==> src/hw/mcu_irq_cfg.svh <==
// Purpose: Constants of the interrupt controller: offsets, fields, resets, vectors
// Assumes: Register port with 4-bit address and 8-bit data
// Notes:   Included by the design file and the bench
`ifndef MCU_IRQ_CFG_SVH
`define MCU_IRQ_CFG_SVH

`define REG_ADDR_W          4
`define OFF_INTERRUPT_CTL   4'h0
`define OFF_PIN_CHANGE_SEL  4'h1
`define OFF_PERIPH_FLAGS    4'h2
`define OFF_PERIPH_ENABLES  4'h3
`define OFF_PIN_CONFIG      4'h4
`define OFF_ANALOG_SELECT   4'h5
`define OFF_STATUS          4'h6
`define OFF_POWER_CONTROL   4'h7

`define IC_GLOBAL_EN        7
`define IC_PERIPH_EN        6
`define IC_TIMER_EN         5
`define IC_EXT_EN           4
`define IC_CHANGE_EN        3
`define IC_TIMER_FLAG       2
`define IC_EXT_FLAG         1
`define IC_CHANGE_FLAG      0

`define PERIPH_IMPL_MASK    8'hef
`define PIN_MASK            6'h3f
`define EXT_PIN_INDEX       2
`define EDGE_SEL_BIT        0
`define ST_TO_BIT           4
`define ST_PD_BIT           3

`define IC_RESET            8'h00
`define PERIPH_RESET        8'h00
`define PIN_SEL_RESET       6'h00
`define ANALOG_RESET        6'h00
`define PIN_CFG_RESET       8'h00
`define STATUS_POR          8'h18
`define POWER_CONTROL_REG_POR            4'h4
`define POWER_CONTROL_REG_BOR            4'h6
`define PC_RESET            13'h0000
`define PC_VECTOR           13'h0004
`define TIMER_MAX           8'hff
`define TIMER_ZERO          8'h00

`endif

==> src/hw/mcu_irq_pkg.sv <==
// Purpose: Types shared by the interrupt controller and its neighbours
// Assumes: Constants come from the cfg header
// Notes:   Program counter is 13 bits wide
package mcu_irq_pkg;
   typedef enum logic [1:0] {Q1, Q2, Q3, Q4} q_phase_t;
   typedef enum logic {RUNNING, ASLEEP} power_state_t;
   typedef enum logic {RST_EXT_PIN, RST_BROWN_OUT} reset_cause_t;

   typedef struct packed {
      logic         valid;
      reset_cause_t cause;
   } reset_req_t;

   typedef struct packed {
      logic        return_from_irq;
      logic        sleep_enter;
      logic        port_access;
      logic        wdt_timeout;
      logic [12:0] pc;
   } core_req_t;

   typedef struct packed {
      logic        pc_load;
      logic [12:0] pc_addr;
      logic        push;
      logic [12:0] push_addr;
   } core_ctl_t;
endpackage

==> src/hw/mcu_interrupt_controller.sv <==
// Purpose: Interrupt flags, enables, vectoring, sleep wake-up and reset values
// Assumes: One clock, four Q phases per instruction cycle
// Notes:   i_nrst is power-on; pin and brown-out resets arrive as a request
//
// The address-and-strobe port and the address map are this design's own decisions.
`timescale 1ns/1ps
`include "mcu_irq_cfg.svh"

module mcu_interrupt_controller (
   input  wire logic                    i_core_clk,
   input  wire logic                    i_nrst,
   input  wire logic [3:0]              i_reg_addr,
   input  wire logic [7:0]              i_reg_wdata,
   input  wire logic                    i_reg_wr,
   input  wire logic                    i_reg_rd,
   output logic      [7:0]              o_reg_rdata,
   input  wire mcu_irq_pkg::core_req_t  i_core,
   input  wire mcu_irq_pkg::reset_req_t i_reset_req,
   input  wire logic [5:0]              i_pins,
   input  wire logic [7:0]              i_timer_zero_count,
   input  wire logic [7:0]              i_periph_events,
   output mcu_irq_pkg::core_ctl_t       o_ctl,
   output logic      [5:0]              o_pin_digital,
   output logic                         o_asleep
);
   import mcu_irq_pkg::*;

   // Any source that is individually enabled, peripherals behind their group enable
   function automatic logic irq_ready(input logic [7:0] ic, input logic [7:0] pf,
                                      input logic [7:0] pe);
      logic periph;
      periph = ic[`IC_PERIPH_EN] & (|(pf & pe));
      irq_ready = (ic[`IC_TIMER_EN] & ic[`IC_TIMER_FLAG])
                | (ic[`IC_EXT_EN] & ic[`IC_EXT_FLAG])
                | (ic[`IC_CHANGE_EN] & ic[`IC_CHANGE_FLAG])
                | periph;
   endfunction

   logic [7:0]   interrupt_control;
   logic [5:0]   pin_change_select;
   logic [7:0]   peripheral_flags;
   logic [7:0]   peripheral_enables;
   logic [7:0]   pin_config;
   logic [5:0]   analog_select;
   logic [7:0]   status;
   logic [3:0]   power_control_reg;
   q_phase_t     phase;
   power_state_t power_state;
   logic         wake_hold;
   logic [5:0]   sync1;
   logic [5:0]   sync2;
   logic [5:0]   sync3;
   logic [5:0]   pin_level;
   logic [5:0]   dig_prev;
   logic [7:0]   timer_prev;
   logic         ext_hold;
   logic         chg_hold;

   logic [7:0]   next_interrupt_control;
   logic [7:0]   next_peripheral_flags;
   logic [7:0]   next_status;
   logic [3:0]   next_power_control;
   logic [7:0]   next_rdata;
   core_ctl_t    next_ctl;

   // Address decode
   wire wr_ic    = i_reg_wr && (i_reg_addr == `OFF_INTERRUPT_CTL);
   wire wr_sel   = i_reg_wr && (i_reg_addr == `OFF_PIN_CHANGE_SEL);
   wire wr_pf    = i_reg_wr && (i_reg_addr == `OFF_PERIPH_FLAGS);
   wire wr_pe    = i_reg_wr && (i_reg_addr == `OFF_PERIPH_ENABLES);
   wire wr_cfg   = i_reg_wr && (i_reg_addr == `OFF_PIN_CONFIG);
   wire wr_ana   = i_reg_wr && (i_reg_addr == `OFF_ANALOG_SELECT);
   wire wr_st    = i_reg_wr && (i_reg_addr == `OFF_STATUS);
   wire wr_power_control_reg  = i_reg_wr && (i_reg_addr == `OFF_POWER_CONTROL);

   // Resets other than power-on
   wire wdt_reset   = i_core.wdt_timeout && (power_state == RUNNING);
   wire wdt_wake    = i_core.wdt_timeout && (power_state == ASLEEP);
   wire reset_any   = i_reset_req.valid || wdt_reset;

   // Digital view of the pins
   wire [5:0] dig   = pin_level & ~analog_select;
   wire ext_now     = dig[`EXT_PIN_INDEX];
   wire ext_prev    = dig_prev[`EXT_PIN_INDEX];
   wire edge_rise   = ext_now && !ext_prev;
   wire edge_fall   = !ext_now && ext_prev;
   wire ext_edge    = pin_config[`EDGE_SEL_BIT] ? edge_rise : edge_fall;
   // Port access can swallow a change; allowed, and avoids a read-modify race
   wire chg_edge    = (|((dig ^ dig_prev) & pin_change_select))
                      && !i_core.port_access;
   wire commit_ok   = (phase == Q4) || (phase == Q1);
   wire ext_set     = (ext_edge || ext_hold) && commit_ok;
   wire chg_set     = (chg_edge || chg_hold) && commit_ok;
   wire timer_set   = (timer_prev == `TIMER_MAX)
                      && (i_timer_zero_count == `TIMER_ZERO);
   wire [7:0] hw_flags = {5'h00, timer_set, ext_set, chg_set};
   wire [7:0] pf_set   = i_periph_events & `PERIPH_IMPL_MASK;

   // Interrupt decision
   wire gie_clear_now = wr_ic && !i_reg_wdata[`IC_GLOBAL_EN];
   wire any_ready     = irq_ready(interrupt_control, peripheral_flags, peripheral_enables);
   wire take = (phase == Q1) && interrupt_control[`IC_GLOBAL_EN] && any_ready
               && !gie_clear_now && (power_state == RUNNING)
               && !wake_hold && !reset_any;
   wire wake_int = (power_state == ASLEEP) && any_ready;
   wire wake_any = (wake_int || wdt_wake) && !i_reset_req.valid;
   wire [12:0] pc_next = i_core.pc + 13'h0001;

   // Control register: hardware set wins over software clear
   always_comb begin
      next_interrupt_control = (wr_ic ? i_reg_wdata : interrupt_control) | hw_flags;
      if (take) begin
         next_interrupt_control[`IC_GLOBAL_EN] = 1'b0;
      end else if (i_core.return_from_irq) begin
         next_interrupt_control[`IC_GLOBAL_EN] = 1'b1;
      end
      if (reset_any) begin
         next_interrupt_control = `IC_RESET;
      end
   end

   always_comb begin
      next_peripheral_flags = ((wr_pf ? i_reg_wdata : peripheral_flags) | pf_set)
                              & `PERIPH_IMPL_MASK;
      if (reset_any) begin
         next_peripheral_flags = `PERIPH_RESET;
      end
   end

   // Status and power control per reset and wake-up cause
   always_comb begin
      next_status        = status;
      next_power_control = power_control_reg;
      if (wr_st) begin
         next_status = {i_reg_wdata[7:5], status[4:3], i_reg_wdata[2:0]};
      end
      if (wr_power_control_reg) begin
         next_power_control = {2'b00, i_reg_wdata[1:0]};
      end
      if (i_core.sleep_enter && (power_state == RUNNING)) begin
         next_status[`ST_TO_BIT] = 1'b1;
         next_status[`ST_PD_BIT] = 1'b0;
      end
      if (wdt_wake) begin
         next_status[`ST_TO_BIT] = 1'b0;
         next_status[`ST_PD_BIT] = 1'b0;
      end else if (wake_int) begin
         next_status[`ST_TO_BIT] = 1'b1;
         next_status[`ST_PD_BIT] = 1'b0;
      end
      if (wdt_reset) begin
         next_status        = {4'h0, status[3:0]};
         next_power_control = {1'b0, power_control_reg[2:0]};
      end
      if (i_reset_req.valid) begin
         if (i_reset_req.cause == RST_BROWN_OUT) begin
            next_status        = {3'b000, 2'b11, status[2:0]};
            next_power_control = `POWER_CONTROL_REG_BOR;
         end else if (power_state == ASLEEP) begin
            next_status        = {3'b000, 2'b10, status[2:0]};
            next_power_control = {1'b0, power_control_reg[2:0]};
         end else begin
            next_status        = {3'b000, status[4:0]};
            next_power_control = {1'b0, power_control_reg[2:0]};
         end
      end
   end

   // Core control: only the return address is saved
   always_comb begin
      next_ctl = '0;
      if (reset_any) begin
         next_ctl.pc_load = 1'b1;
         next_ctl.pc_addr = `PC_RESET;
      end else if (take) begin
         next_ctl.pc_load   = 1'b1;
         next_ctl.pc_addr   = `PC_VECTOR;
         next_ctl.push      = 1'b1;
         next_ctl.push_addr = i_core.pc;
      end else if (wake_any) begin
         next_ctl.pc_load = 1'b1;
         next_ctl.pc_addr = pc_next;
      end
   end

   // Read mux; unmapped reads as zero
   always_comb begin
      case (i_reg_addr)
         `OFF_INTERRUPT_CTL:  next_rdata = interrupt_control;
         `OFF_PIN_CHANGE_SEL: next_rdata = {2'b00, pin_change_select};
         `OFF_PERIPH_FLAGS:   next_rdata = peripheral_flags;
         `OFF_PERIPH_ENABLES: next_rdata = peripheral_enables;
         `OFF_PIN_CONFIG:     next_rdata = pin_config;
         `OFF_ANALOG_SELECT:  next_rdata = {2'b00, analog_select};
         `OFF_STATUS:         next_rdata = status;
         `OFF_POWER_CONTROL:  next_rdata = {4'h0, power_control_reg};
         default:             next_rdata = 8'h00;
      endcase
   end

   always_ff @(posedge i_core_clk or negedge i_nrst) begin
      if (!i_nrst) begin
         interrupt_control <= `IC_RESET;
         peripheral_flags  <= `PERIPH_RESET;
         status            <= `STATUS_POR;
         power_control_reg <= `POWER_CONTROL_REG_POR;
         o_ctl             <= '0;
         o_reg_rdata       <= 8'h00;
      end else begin
         interrupt_control <= next_interrupt_control;
         peripheral_flags  <= next_peripheral_flags;
         status            <= next_status;
         power_control_reg <= next_power_control;
         o_ctl             <= next_ctl;
         o_reg_rdata       <= i_reg_rd ? next_rdata : 8'h00;
      end
   end

   // Plain software registers
   always_ff @(posedge i_core_clk or negedge i_nrst) begin
      if (!i_nrst) begin
         pin_change_select  <= `PIN_SEL_RESET;
         peripheral_enables <= `PERIPH_RESET;
         pin_config         <= `PIN_CFG_RESET;
         analog_select      <= `ANALOG_RESET;
      end else if (reset_any) begin
         pin_change_select  <= `PIN_SEL_RESET;
         peripheral_enables <= `PERIPH_RESET;
      end else begin
         if (wr_sel) pin_change_select <= i_reg_wdata[5:0];
         if (wr_pe) peripheral_enables <= i_reg_wdata & `PERIPH_IMPL_MASK;
         if (wr_cfg) pin_config <= i_reg_wdata;
         if (wr_ana) analog_select <= i_reg_wdata[5:0];
      end
   end

   // Stages reset low, so a pin idling high shows one rising edge after release
   // Three-stage pin sync; level moves only when stages two and three agree
   always_ff @(posedge i_core_clk or negedge i_nrst) begin
      if (!i_nrst) begin
         sync1     <= 6'h00;
         sync2     <= 6'h00;
         sync3     <= 6'h00;
         pin_level <= 6'h00;
         dig_prev  <= 6'h00;
      end else begin
         sync1     <= i_pins;
         sync2     <= sync1;
         sync3     <= sync2;
         pin_level <= (sync2 & sync3) | (pin_level & (sync2 ^ sync3));
         dig_prev  <= dig;
      end
   end

   // Edges seen outside Q4/Q1 wait for the next commit window
   always_ff @(posedge i_core_clk or negedge i_nrst) begin
      if (!i_nrst) begin
         ext_hold   <= 1'b0;
         chg_hold   <= 1'b0;
         timer_prev <= 8'h00;
      end else begin
         ext_hold   <= (ext_edge || ext_hold) && !commit_ok;
         chg_hold   <= (chg_edge || chg_hold) && !commit_ok;
         timer_prev <= i_timer_zero_count;
      end
   end

   // Q phase, sleep state and post-wake hold
   always_ff @(posedge i_core_clk or negedge i_nrst) begin
      if (!i_nrst) begin
         phase       <= Q1;
         power_state <= RUNNING;
         wake_hold   <= 1'b0;
      end else begin
         case (phase)
            Q1:      phase <= Q2;
            Q2:      phase <= Q3;
            Q3:      phase <= Q4;
            Q4:      phase <= Q1;
            default: phase <= Q1;
         endcase
         case (power_state)
            RUNNING: if (i_core.sleep_enter && !reset_any) power_state <= ASLEEP;
            ASLEEP:  if (wake_any || i_reset_req.valid) power_state <= RUNNING;
            default: power_state <= RUNNING;
         endcase
         // PC+1 runs until the first Q4 after the wake cycle before any vector
         if (wake_any) begin
            wake_hold <= 1'b1;
         end else if (phase == Q4) begin
            wake_hold <= 1'b0;
         end
      end
   end

   assign o_pin_digital = dig;
   assign o_asleep      = (power_state == ASLEEP);
endmodule

==> config.mk <==
export PLATFORM = sky130hd
export DESIGN_NAME = mcu_interrupt_controller
export DESIGN_NICKNAME = d
export VERILOG_FILES = /design/src/hw/mcu_irq_pkg.sv /design/src/hw/mcu_interrupt_controller.sv
export VERILOG_INCLUDE_DIRS = /design/src /design/src/hw
export SDC_FILE = /design/constraint.sdc
export NUM_CORES = 1
export LEC_CHECK = 0
export ABC_AREA = 1
export BUFFER_PORTS_ARGS = -buffer_cell sky130_fd_sc_hd__buf_2
export CAP_MARGIN = 20
export CORE_ASPECT_RATIO = 1.5
export CORE_UTILIZATION = 45
export DETAILED_ROUTE_END_ITERATION = 12
export PLACE_DENSITY = 0.66
export RECOVER_POWER = 25
export SLEW_MARGIN = 20
export SYNTH_ARGS = -nofsm -noshare
export SYNTH_HDL_FRONTEND = slang
export SYNTH_SLANG_ARGS = --single-unit
==> constraint.sdc <==
create_clock -name i_core_clk -period 4.5 [get_ports i_core_clk]
set_clock_uncertainty 0.2 [all_clocks]
set_input_delay 0.45 -clock i_core_clk [delete_from_list [all_inputs] [get_ports i_core_clk]]
set_output_delay 0.45 -clock i_core_clk [all_outputs]
set_load 0.03 [all_outputs]
* Word level (Yosys, flattened, before mapping)
Cells that the tools add are included.
** Cells by class
- Add/subtract/negate cells :: 1
- Eq/ne operators :: 14
- Mux-type cells :: 36
- Bitwise operators :: 22
- Reduce and logical (&&, ||, !) cells :: 63
** Operators with widths (number)
- $mux 8 :: 10
- $mux 14 :: 5
- $pmux 8 s8 :: 1
- $logic_and 1x1->1 :: 29
- $and 6x6->6 :: 4
- $eq 4x3->1 const B :: 4
- $add 13x1->13 const B :: 1
- $mux 4 :: 3
- $mux 6 :: 2
- $xor 6x6->6 :: 2
- $mux 5 :: 2
- $logic_not 1->1 :: 9
- $reduce_and 3->1 :: 3
- $and 8x8->8 :: 1
- $eq 4x2->1 const B :: 2
- $eq 8x8->1 const B :: 1
- $logic_not 8->1 :: 1
- $or 8x3->8 :: 1
- $or 8x8->8 :: 1
- $pmux 2 s4 :: 1
- $reduce_bool 2->1 :: 4
- $reduce_or 8->1 :: 1
- $mux 1 :: 7
- $logic_or 1x1->1 :: 6
- 20 further kinds :: 35
** Storage, ports and cells
- Register bits after elaboration :: 136
- Bits of input ports :: 57
- Output and inout port bits :: 43
- Word-level logic and storage cells :: 164

* Logic depth before layout (Yosys ltp)
Gate-level depths: netlist of the first run.
- Word-level depth :: 12
- Gate-level depth with buffers :: 11
- Mapped depth without buffers :: 11

* Least setup slack after synthesis of the first run
No wires, ideal clock.
- Kind :: reg-to-reg
- Start point :: register power_state, in the netlist o_asleep
- End point :: register pin_config[4]
- Setup time :: 128 ps
- Arrival :: 1414 ps
- Data required time :: 4172 ps
- Setup slack :: 2758 ps
- Cell stages (with the launch flop) :: 7
- Path buffers :: 0
- Clock period less this slack :: 1742 ps
- Cells stage by stage :: dfrtp_1 > nor2_1 > nor2_4 > nand2_1 > inv_2 > nand2_2 > mux2_1
** Between the ends
- Word-level cells in the longest chain between the ends :: 5
** Ends and longest elaborated chain
- from (decl) :: RTL line mcu_interrupt_controller.sv:48 : power_state_t power_state;
- from (signal assigned) :: RTL line mcu_interrupt_controller.sv:272 : power_state <= RUNNING;
- from (signal assigned) :: RTL line mcu_interrupt_controller.sv:283 : RUNNING: if (i_core.sleep_enter && !reset_any) power_state <= ASLEEP;
- from (signal assigned) :: RTL line mcu_interrupt_controller.sv:284 : ASLEEP: if (wake_any || i_reset_req.valid) power_state <= RUNNING;
- $not 1->1
- $logic_and 1x1->1 :: RTL line mcu_interrupt_controller.sv:77 : wire wdt_reset = i_core.wdt_timeout && (power_state == RUNNING);
- $logic_or 1x1->1 :: RTL line mcu_interrupt_controller.sv:79 : wire reset_any = i_reset_req.valid || wdt_reset;
- $not 1->1 (no source line)
- $reduce_and 2->1 (no source line)
- to (signal assigned) :: RTL line mcu_interrupt_controller.sv:224 : pin_config <= `PIN_CFG_RESET;
- to (signal assigned) :: RTL line mcu_interrupt_controller.sv:232 : if (wr_cfg) pin_config <= i_reg_wdata;
- to (decl) :: RTL line mcu_interrupt_controller.sv:43 : logic [7:0] pin_config;
Every way passes these cells.
A chain may end at the register's enable or synchronous reset.

==> results by group, run 1 <==
STA
  • Slew HR: -41.2%
  • Total negative setup slack: 0 ps
  • Least-Margin Pin Slew: 2120 ps
  • Final Max Slew Viols: 86
  • Hold Fails Final Rpt: 0
  • Unrepaired setup endpoints after global routing: no
  • Tmin final: 2720 ps
  • Setup-failing EPs final: 0
  • Final Cycle Share: 60.4%
  • Max Fclk: 368 MHz

Hold path
  • Hold depth: 2
  • Worst Hold Launch: i_core[0]
  • Worst min path class: in2reg
  • Hold-critical path endpoint: o_ctl[14]$_DFF_PN0_

Synthesis
  • #FFs+latches synth: 133
  • Syn nets: 666
  • Synthesized netlist cell count: 597
  • Synth cell count leaders: dfrtp_1, nand2_1, inv_1
  • Ranking of synthesized cells by area: dfrtp_1, nand2_1, inv_1, nor2_1, o21ai_0
  • Most frequent cell after synthesis: dfrtp_1
  • Main synth FF type: dfrtp_1
  • Yosys top cell area share: 57.8%
  • Synth area leader: dfrtp_1
  • Sequential-to-total area share from yosys stat: 59.2%
  • Number of enable flip-flop cells after synthesis: 0
  • Mapped cell area: 0.00563 mm2
  • Synth warn: 0
  • Yosys cell types: 37
  • Post-synth ARST share: 100%
  • Mapped Avg Cell Area: 9.43 um2

Run status
  • Failing checks: max-capacitance violations, max-slew violations
  • Run status: finished, violations left

Floorplanning
  • Area of the core: 0.0121 mm2
  • Die area: 0.0130 mm2
  • Initial Utilization: 46.6%
  • Std-Cell Rows: 49
  • I/O Pins: 100
  • Width of the chip: 93.3 um
  • Die height: 139 um

Clocking
  • Worst-Skew Late Latency: 410 ps
  • Post-CTS Setup Bufs: 0
  • Clk sinks: 133
  • Post-CTS sizing: 0
  • CTS root buf: clkbuf_16
  • CTS Buf Count: 17
  • Clock tree buffer depth: 2
  • Clk slew on worst S/H paths: 50 ps
  • CTS tree: built
  • # H-tree levels: 4

Worst setup path
  • Reg-to-reg endpoint: analog_select[5]$_DFFE_PN0P_
  • Critical path type: in2async
  • Startpoint types: input pin
  • R2r startpoint: o_asleep$_DFF_PN0_
  • Critical Path Fanout Max: 85
  • Worst R2R Path Depth: 5
  • Critical Path Sink Type: async pin
  • Arrival @ worst endpoint: 3080 ps
  • Required @ worst endpoint: 4860 ps
  • Setup slack, reg-to-reg: 1910 ps

Power
  • Switching power: 0.748 mW
  • Int Pwr: 2.17 mW
  • Pwr dens: 420 mW/mm2
  • Sw Ratio: 25.6%
  • Clock power share: 44.7%
  • Total power: 2.92 mW
  • VDD IR max: 0.302 mV
  • Combinational Power Share: 10.2%
  • Sequential power share: 45.1%
  • Static Leak: 3.66 nW

Placed design
  • I/O Buffers: 98
  • Detail Placement HPWL: 9.70 mm
  • Gpl congestion: 0.912

Drt
  • Vias per Instance: 5.11
  • Routed Antenna Nets: 0
  • WL final: 13.5 mm
  • Drt drc: 0
  • WL per Instance: 15.2 um
  • 1st-iter DRT viols: 338
  • Vias: 4,541
  • First-pass DRT Iterations: 5

Cells and area
  • Reg area: 0.00333 mm2
  • Synth-to-Final Area Change: 23.7%
  • Area taken by multi-input logic gates: 0.00183 mm2
  • Fill cells: 1,070
  • Share of cells above drive strength 1: 19.7%
  • Largest Register: o_ctl
  • Final layout net count: 792
  • Max reg flops: 28
  • Ant diodes: 0

Global route
  • GRT Total Usage: 22.7%
  • Initial antenna violation count: 0
  • Gr ovfl total: 0
  • Largest net degree at the start of global routing: 86
  • First-pass GRT wire length: 22.4 mm
  • Vias in the first global route: 4,740

Flow run
  • MaxCap Viol Count: 1
## kinds of logic after synthesis
family	synth area share [%]
AOI/OAI and AO/OA	11.0
and+or+nand+nor	17.5
muxes	0.200
adders and majority gates	2.67
DFF	59.2
xor gates and xnor gates	1.24
buffers and inverters	8.16
## through the flow
step                utilization (%)  instances  cell area [um2]  worst slack (ps)  hold slack, ps
floorplan                         -        597             5630              2760           -45.6
global placement               51.9        842             6260              1860             132
detailed placement             51.9        842             6260              1780             135
CTS                            57.8        888             6980              1910            19.1
global route                   57.7        889             6960              1360            27.8
finish                         57.7        889             6960              1780            24.5
## layer usage
| metal | global-route usage [%] | share of wire [%] | up-vias |
|---|---|---|---|
| li1 | - | - | 2168 |
| met3 | 5.98 | 5.5 | 38 |
| met4 | 12.4 | 4.1 | 0 |
| met2 | 39.2 | 52 | 163 |
| met1 | 25.1 | 38 | 2172 |
| met5 | 0 | 0 | - |
## power groups by stage
stage | clock network, mW | registers [mW] | logic, mW
2_1_floorplan | 0 | 1.34 | 0.162
3_3_place_gp | 0 | 1.34 | 0.282
3_5_place_dp | 0 | 1.34 | 0.290
4_1_cts | 1.33 | 1.32 | 0.301
5_1_grt | 1.39 | 1.33 | 0.334
6_report | 1.31 | 1.32 | 0.297
## cell type report
cell class,instances,share of cell area (%)
timing repair buffer,115,9.25
multi-input combinational,351,26.3
sequential,133,47.8
inverter,105,5.66
clock inverter,12,1.51
tap,153,2.75
clock buffer,20,6.70
## cells in the final DEF, fill, tap and decap left out, types with 9 or more instances in the layout
| master | n |
|---|---|
| dfrtp_1 | 130 |
| nand2_1 | 111 |
| inv_1 | 101 |
| buf_2 | 88 |
| nor2_1 | 59 |
| o21ai_0 | 35 |
| nand3_1 | 24 |
| o21ai_1 | 19 |
| o22ai_1 | 19 |
| clkbuf_16 | 17 |
| dlygate4sd3_1 | 15 |
| ha_1 | 12 |
| a21oi_1 | 10 |
| nor3_1 | 10 |
| clkbuf_1 | 9 |
## critical path, cell delays in order
cell and delay, ps:
dlygate4sd3_1 520, clkbuf_2 1490, buf_4 540
## worst max-delay path by stage
stage          cells past startpoint                            to          startpoint
2_1_floorplan                      6     pin_config[4]$_DFFE_PN0P_  o_asleep$_DFF_PN0_
4_1_cts                            5  analog_select[5]$_DFFE_PN0P_  o_asleep$_DFF_PN0_
3_5_place_dp                       7  analog_select[3]$_DFFE_PN0P_          i_core[13]
6_report                           3            sync1[5]$_DFF_PN0_              i_nrst
3_3_place_gp                       7  analog_select[2]$_DFFE_PN0P_          i_core[13]
5_1_grt                            3  analog_select[5]$_DFFE_PN0P_              i_nrst
## timing repair
action,4_1_cts,5_1_grt
endpoints found under the setup margin,0,0
hold buffers,14,1
endpoints found under the hold margin,14,77
Note: power is estimated with default switching activity, not from simulation.
==> run 2: changes to the inputs <==
- clock period: 4.5 -> 2.55 ns (I/O delays scaled with it)
==> run 2 against run 1 <==
The flow now finishes without violations. Clock-buffer cell count decreased by 3. Design area increased by 5.7%. Power increased by 83%. Critical endpoint is now pin_config[4]$_DFFE_PN0P_.
==> results by group, run 2 (same netlist as run 1, synthesis figures left out) <==
Global route
  • First-pass GRT wire length: 22.8 mm
  • GRT Total Usage: 23.0%
  • Initial antenna violation count: 0
  • Vias in the first global route: 4,847
  • Largest net degree at the start of global routing: 67
  • Gr ovfl total: 0

Clocking
  • CTS root buf: clkbuf_16
  • Clock tree buffer depth: 2
  • Post-CTS sizing: 0
  • Worst-Skew Late Latency: 410 ps
  • Post-CTS Hold Fix Bufs: 47
  • CTS tree: built
  • Clk sinks: 133
  • # H-tree levels: 4
  • Post-CTS Setup Bufs: 0
  • Clk slew on worst S/H paths: 60 ps
  • CTS Buf Count: 17

Cells and area
  • Share of cells above drive strength 1: 20.0%
  • Final Util: 61.0%
  • Final layout net count: 827
  • Ant diodes: 0
  • Synth-to-Final Area Change: 30.8%
  • Most common cell after layout, fill and taps aside: dfrtp_1
  • Fill cells: 999
  • Commonest non-fill, non-tap cells in the layout: dfrtp_1, nand2_1, inv_1
  • Max reg flops: 28
  • Largest Register: o_ctl

Worst setup path
  • Crit path max-delay family: buffers and inverters
  • Critical path's slowest cell: dlygate4sd3_1
  • Required @ worst endpoint: 2640 ps
  • Critical Path Sink Type: flip-flop
  • Arrival @ worst endpoint: 2000 ps
  • Critical Path Fanout Max: 15
  • Crit-path max cell delay: 510 ps
  • Worst-path cell chain: dlygate4sd3_1 -> buf_2 -> inv_1 -> nor2_1 -> nor2_4 -> nand2_1 -> inv_2 -> nand2_2 -> mux2_1
  • CP Buf/Inv Count: 4
  • Critical path type: in2reg
  • Startpoint types: input pin

Power
  • Total power: 5.35 mW
  • Static Leak: 3.85 nW
  • VDD IR max: 0.469 mV
  • Pwr dens: 726 mW/mm2

Drt
  • WL final: 13.6 mm
  • 1st-iter DRT viols: 335
  • Drt drc: 0
  • Vias: 4,615
  • Vias per Instance: 4.99
  • First-pass DRT Iterations: 7
  • WL per Instance: 14.7 um
  • Routed Antenna Nets: 0

Run status
  • Run status: completed

Placed design
  • I/O Buffers: 98
  • Gpl congestion: 0.910
  • Detail Placement HPWL: 9.68 mm

Floorplanning
  • Die height: 139 um
  • Std-Cell Rows: 49
  • Initial Utilization: 46.6%
  • Area of the core: 0.0121 mm2
  • I/O Pins: 100
  • Die area: 0.0130 mm2
  • Width of the chip: 93.3 um

STA
  • Max Fclk: 522 MHz
  • Final Cycle Share: 75.1%
  • Slew HR: 31.4%
  • Hold Fails Final Rpt: 0
  • Final Max Slew Viols: 0
  • Setup-failing EPs final: 0
  • Tmin final: 1920 ps
  • Total negative setup slack: 0 ps
  • Unrepaired setup endpoints after global routing: no
  • Least-Margin Pin Slew: 1030 ps

Hold path
  • Worst min path class: in2reg

Flow run
  • MaxCap Viol Count: 0
==> run 2: tightest hold or removal path, stage by stage <==
cell	delay, ps
buf_2	80
inv_1	120
nor2_1	120
==> run 2: cell type report <==
cell class                      count  area (um2)  share of cell area (%)
Inverter                          105         394                    5.35
Clock inverter                     15         179                    2.43
Tap cell                          153         191                    2.60
Timing Repair Buffer              150        1000                    13.6
Sequential cell                   133        3330                    45.2
Clock buffer                       17         425                    5.78
Multi-Input combinational cell    351        1840                    25.0
==> run 2: routing by layer <==
layer	up-vias	track usage, %	share of wire [%]
met2	153	41.2	53
met4	0	10.8	3.8
met5	-	0	0
met1	2194	25.0	39
met3	33	5.65	4.7
li1	2235	-	-
==> run 2: path summary, 6_finish.rpt <==
check	cells after the start	slack [ps]	start	endpoint
max	9	630	i_core[13]	pin_config[4]$_DFFE_PN0P_
min	3	9	i_reg_rd	o_reg_rdata[7]$_DFF_PN0_
min in group asynchronous	2	360	i_nrst	sync1[1]$_DFF_PN0_
min reg2reg	0	150	sync1[2]$_DFF_PN0_	sync2[2]$_DFF_PN0_
max in group asynchronous	3	870	i_nrst	o_reg_rdata[6]$_DFF_PN0_
max reg2reg	7	660	phase[0]$_DFF_PN0_	interrupt_control[7]$_DFF_PN0_
==> run 2: stage by stage <==
stage / hold WS, ps / worst slack [ps] / cells / area (um2)
2_1_floorplan: -241 / 808 / 597 / 5630
3_3_place_gp: 69.3 / 709 / 845 / 6300
3_5_place_dp: 70.1 / 698 / 845 / 6300
4_1_cts: 4.67 / 648 / 924 / 7370
5_1_grt: 18.0 / 465 / 924 / 7360
6_report: 8.84 / 634 / 924 / 7360
==> run 2: where the power goes <==
| group | switching (mW) | internal (mW) |
|---|---|---|
| sequential | 0.0722 | 2.25 |
| combinational | 0.360 | 0.209 |
| clock | 0.909 | 1.54 |
| total | 1.34 | 4.00 |
==> run 3: changes to the inputs <==
- ABC_AREA: 1 -> 0
- clock period: 2.55 -> 1.8 ns (I/O delays scaled with it)
==> run 3 against run 2 <==
The flow now finishes with violations (negative setup slack). Via count down 3.7%. Sequential cell count is the same. Synthesized area rose by 0.87%. Hold slack improved by 53 ps. Final cell count decreased by 8.1%. Critical path type is now reg2reg.
==> results by group, run 3 <==
Synthesis
  • Ranking of synthesized cells by area: dfrtp_1, mux2i_1, mux2_2, nor2_1, ha_1
  • #FFs+latches synth: 133
  • Post-synth ARST share: 100%
  • Main synth FF type: dfrtp_1
  • Synth area leader: dfrtp_1
  • Yosys cell types: 53
  • Synth warn: 0
  • Yosys top cell area share: 57.3%
  • Mapped cell area: 0.00568 mm2
  • Syn nets: 548
  • Mapped Avg Cell Area: 11.9 um2
  • Synthesized netlist cell count: 479
  • Number of enable flip-flop cells after synthesis: 0
  • Most frequent cell after synthesis: dfrtp_1
  • Sequential-to-total area share from yosys stat: 58.7%
  • Synth cell count leaders: dfrtp_1, nor2_1, mux2i_1

Power
  • Total power: 7.77 mW
  • Static Leak: 3.89 nW
  • VDD IR max: 0.708 mV
  • Pwr dens: 973 mW/mm2

Worst setup path
  • Arrival @ worst endpoint: 1920 ps
  • Critical Path Sink Type: flip-flop
  • Critical path's slowest cell: or4_4
  • Crit-path max cell delay: 490 ps
  • Worst-path cell chain: nor2b_1 -> xnor2_1 -> o22ai_2 -> or4_4 -> a22o_1
  • R2r startpoint: analog_select[5]$_DFFE_PN0P_
  • Startpoint types: flip-flop
  • Critical path type: reg2reg
  • Crit path max-delay family: simple AND/OR/NAND/NOR gates
  • Critical Path Fanout Max: 2
  • Required @ worst endpoint: 1900 ps
  • Crit path from: analog_select[5]$_DFFE_PN0P_
  • CP Buf/Inv Count: 0

STA
  • Final Max Slew Viols: 0
  • Unrepaired setup endpoints after global routing: yes
  • Tmin final: 1820 ps
  • Hold Fails Final Rpt: 0
  • Max Fclk: 550 MHz
  • Final Cycle Share: 101%
  • Least-Margin Pin Slew: 805 ps
  • Final worst slack: -19.8 ps
  • Slew HR: 46.4%
  • Final hold slack: 62.2 ps
  • Setup-failing EPs final: 2

Global route
  • Largest net degree at the start of global routing: 41
  • Initial antenna violation count: 0
  • GRT Total Usage: 23.7%
  • Gr ovfl total: 0
  • First-pass GRT wire length: 23.4 mm
  • Vias in the first global route: 4,717

Drt
  • WL final: 14.4 mm
  • WL per Instance: 16.9 um
  • Vias: 4,443
  • Drt drc: 0
  • First-pass DRT Iterations: 4
  • Routed Antenna Nets: 0
  • Vias per Instance: 5.23
  • 1st-iter DRT viols: 262

Clocking
  • # H-tree levels: 4
  • CTS tree: built
  • CTS root buf: clkbuf_16
  • CTS Buf Count: 17
  • Clk slew on worst S/H paths: 60 ps
  • Clk sinks: 133
  • Worst-Skew Late Latency: 410 ps
  • Clock tree buffer depth: 2

Floorplanning
  • I/O Pins: 100
  • Std-Cell Rows: 49
  • Die area: 0.0131 mm2
  • Initial Utilization: 46.8%
  • Die height: 140 um
  • Width of the chip: 93.7 um
  • Area of the core: 0.0121 mm2

Cells and area
  • Largest Register: o_ctl
  • Max reg flops: 28
  • Commonest non-fill, non-tap cells in the layout: dfrtp_1, buf_2, dlygate4sd3_1
  • Synth-to-Final Area Change: 40.7%
  • Share of cells above drive strength 1: 34.2%
  • Final layout net count: 752
  • Ant diodes: 0
  • Final Util: 65.8%
  • Finished Layout Cells: 849
  • Most common cell after layout, fill and taps aside: dfrtp_1

Hold path
  • Worst min path class: in2reg
  • Worst Hold Launch: i_reg_rd

Placed design
  • Post-Place Cells: 754
  • I/O Buffers: 98
  • Gpl congestion: 0.877
  • Detail Placement HPWL: 10.0 mm
  • Worst slack, placed: -94.9 ps

Flow run
  • MaxCap Viol Count: 0

Run status
  • Failing checks: negative setup slack
  • Run status: finished, violations left
==> run 3: timing repair <==
action / CTS / global route
hold endpoints to repair: 225 / 0
cloned: 1 / 0
resized for setup: 17 / 10
pin swaps: 19 / 7
setup endpoints to repair: 16 / 23
hold buffers: 50 / 0
buffers inserted: 9 / 4
==> run 3: final cells by class <==
type	count	area [um2]
tap	153	191
sequential	133	3330
multi-input combinational	303	2260
clock buffer	18	429
inverter	25	93.8
fill	943	4150
timing repair buffer	203	1480
clock inverter	14	200
==> run 3: tightest hold or removal path, cell delays in order <==
cell and delay [ps]:
buf_2 100, nand2b_1 280, a21oi_1 70
==> run 3: per-layer routing <==
metal	vias up	GRT usage [%]	part of all wire (%)
met1	2203	26.5	39
met2	141	41.7	53
met3	33	5.79	5.2
met5	-	0	0
met4	0	10.8	3.0
li1	2066	-	-
==> run 3: power breakdown <==
group	leakage, nW	total (mW)	switching [mW]	internal, mW
sequential	1.73	3.24	0.0921	3.15
combinational	1.86	0.859	0.440	0.419
clock	0.298	3.67	1.34	2.34
==> run 3: path summary, 6_finish.rpt <==
kind                                       endpoint  slack, ps  cells after the start
max                              chg_hold$_DFF_PN0_        -20                      5
min                        o_reg_rdata[6]$_DFF_PN0_         60                      3
max reg2reg                      chg_hold$_DFF_PN0_        -20                      5
min reg2reg                      sync2[0]$_DFF_PN0_        150                      0
max in group asynchronous     status[4]$_DFFE_PN1P_        220                      3
min in group asynchronous       o_ctl[19]$_DFF_PN0_        190                      2
==> run 3: cells by family after synthesis <==
logic type	share of synthesized area (%)
compound gates	7.45
xor+xnor	2.47
fa+ha+maj	2.64
buf+inv	3.37
flops	58.7
mux	11.3
simple gates	14.0
==> run 3: stage by stage <==
stage	setup TNS, ps	cell area, um2
after floorplan	-114	5720
after CTS	-64.2	7960
after global routing	-1610	7990
after global placement	-130	6690
final	-28.0	7990
after detailed placement	-392	6690
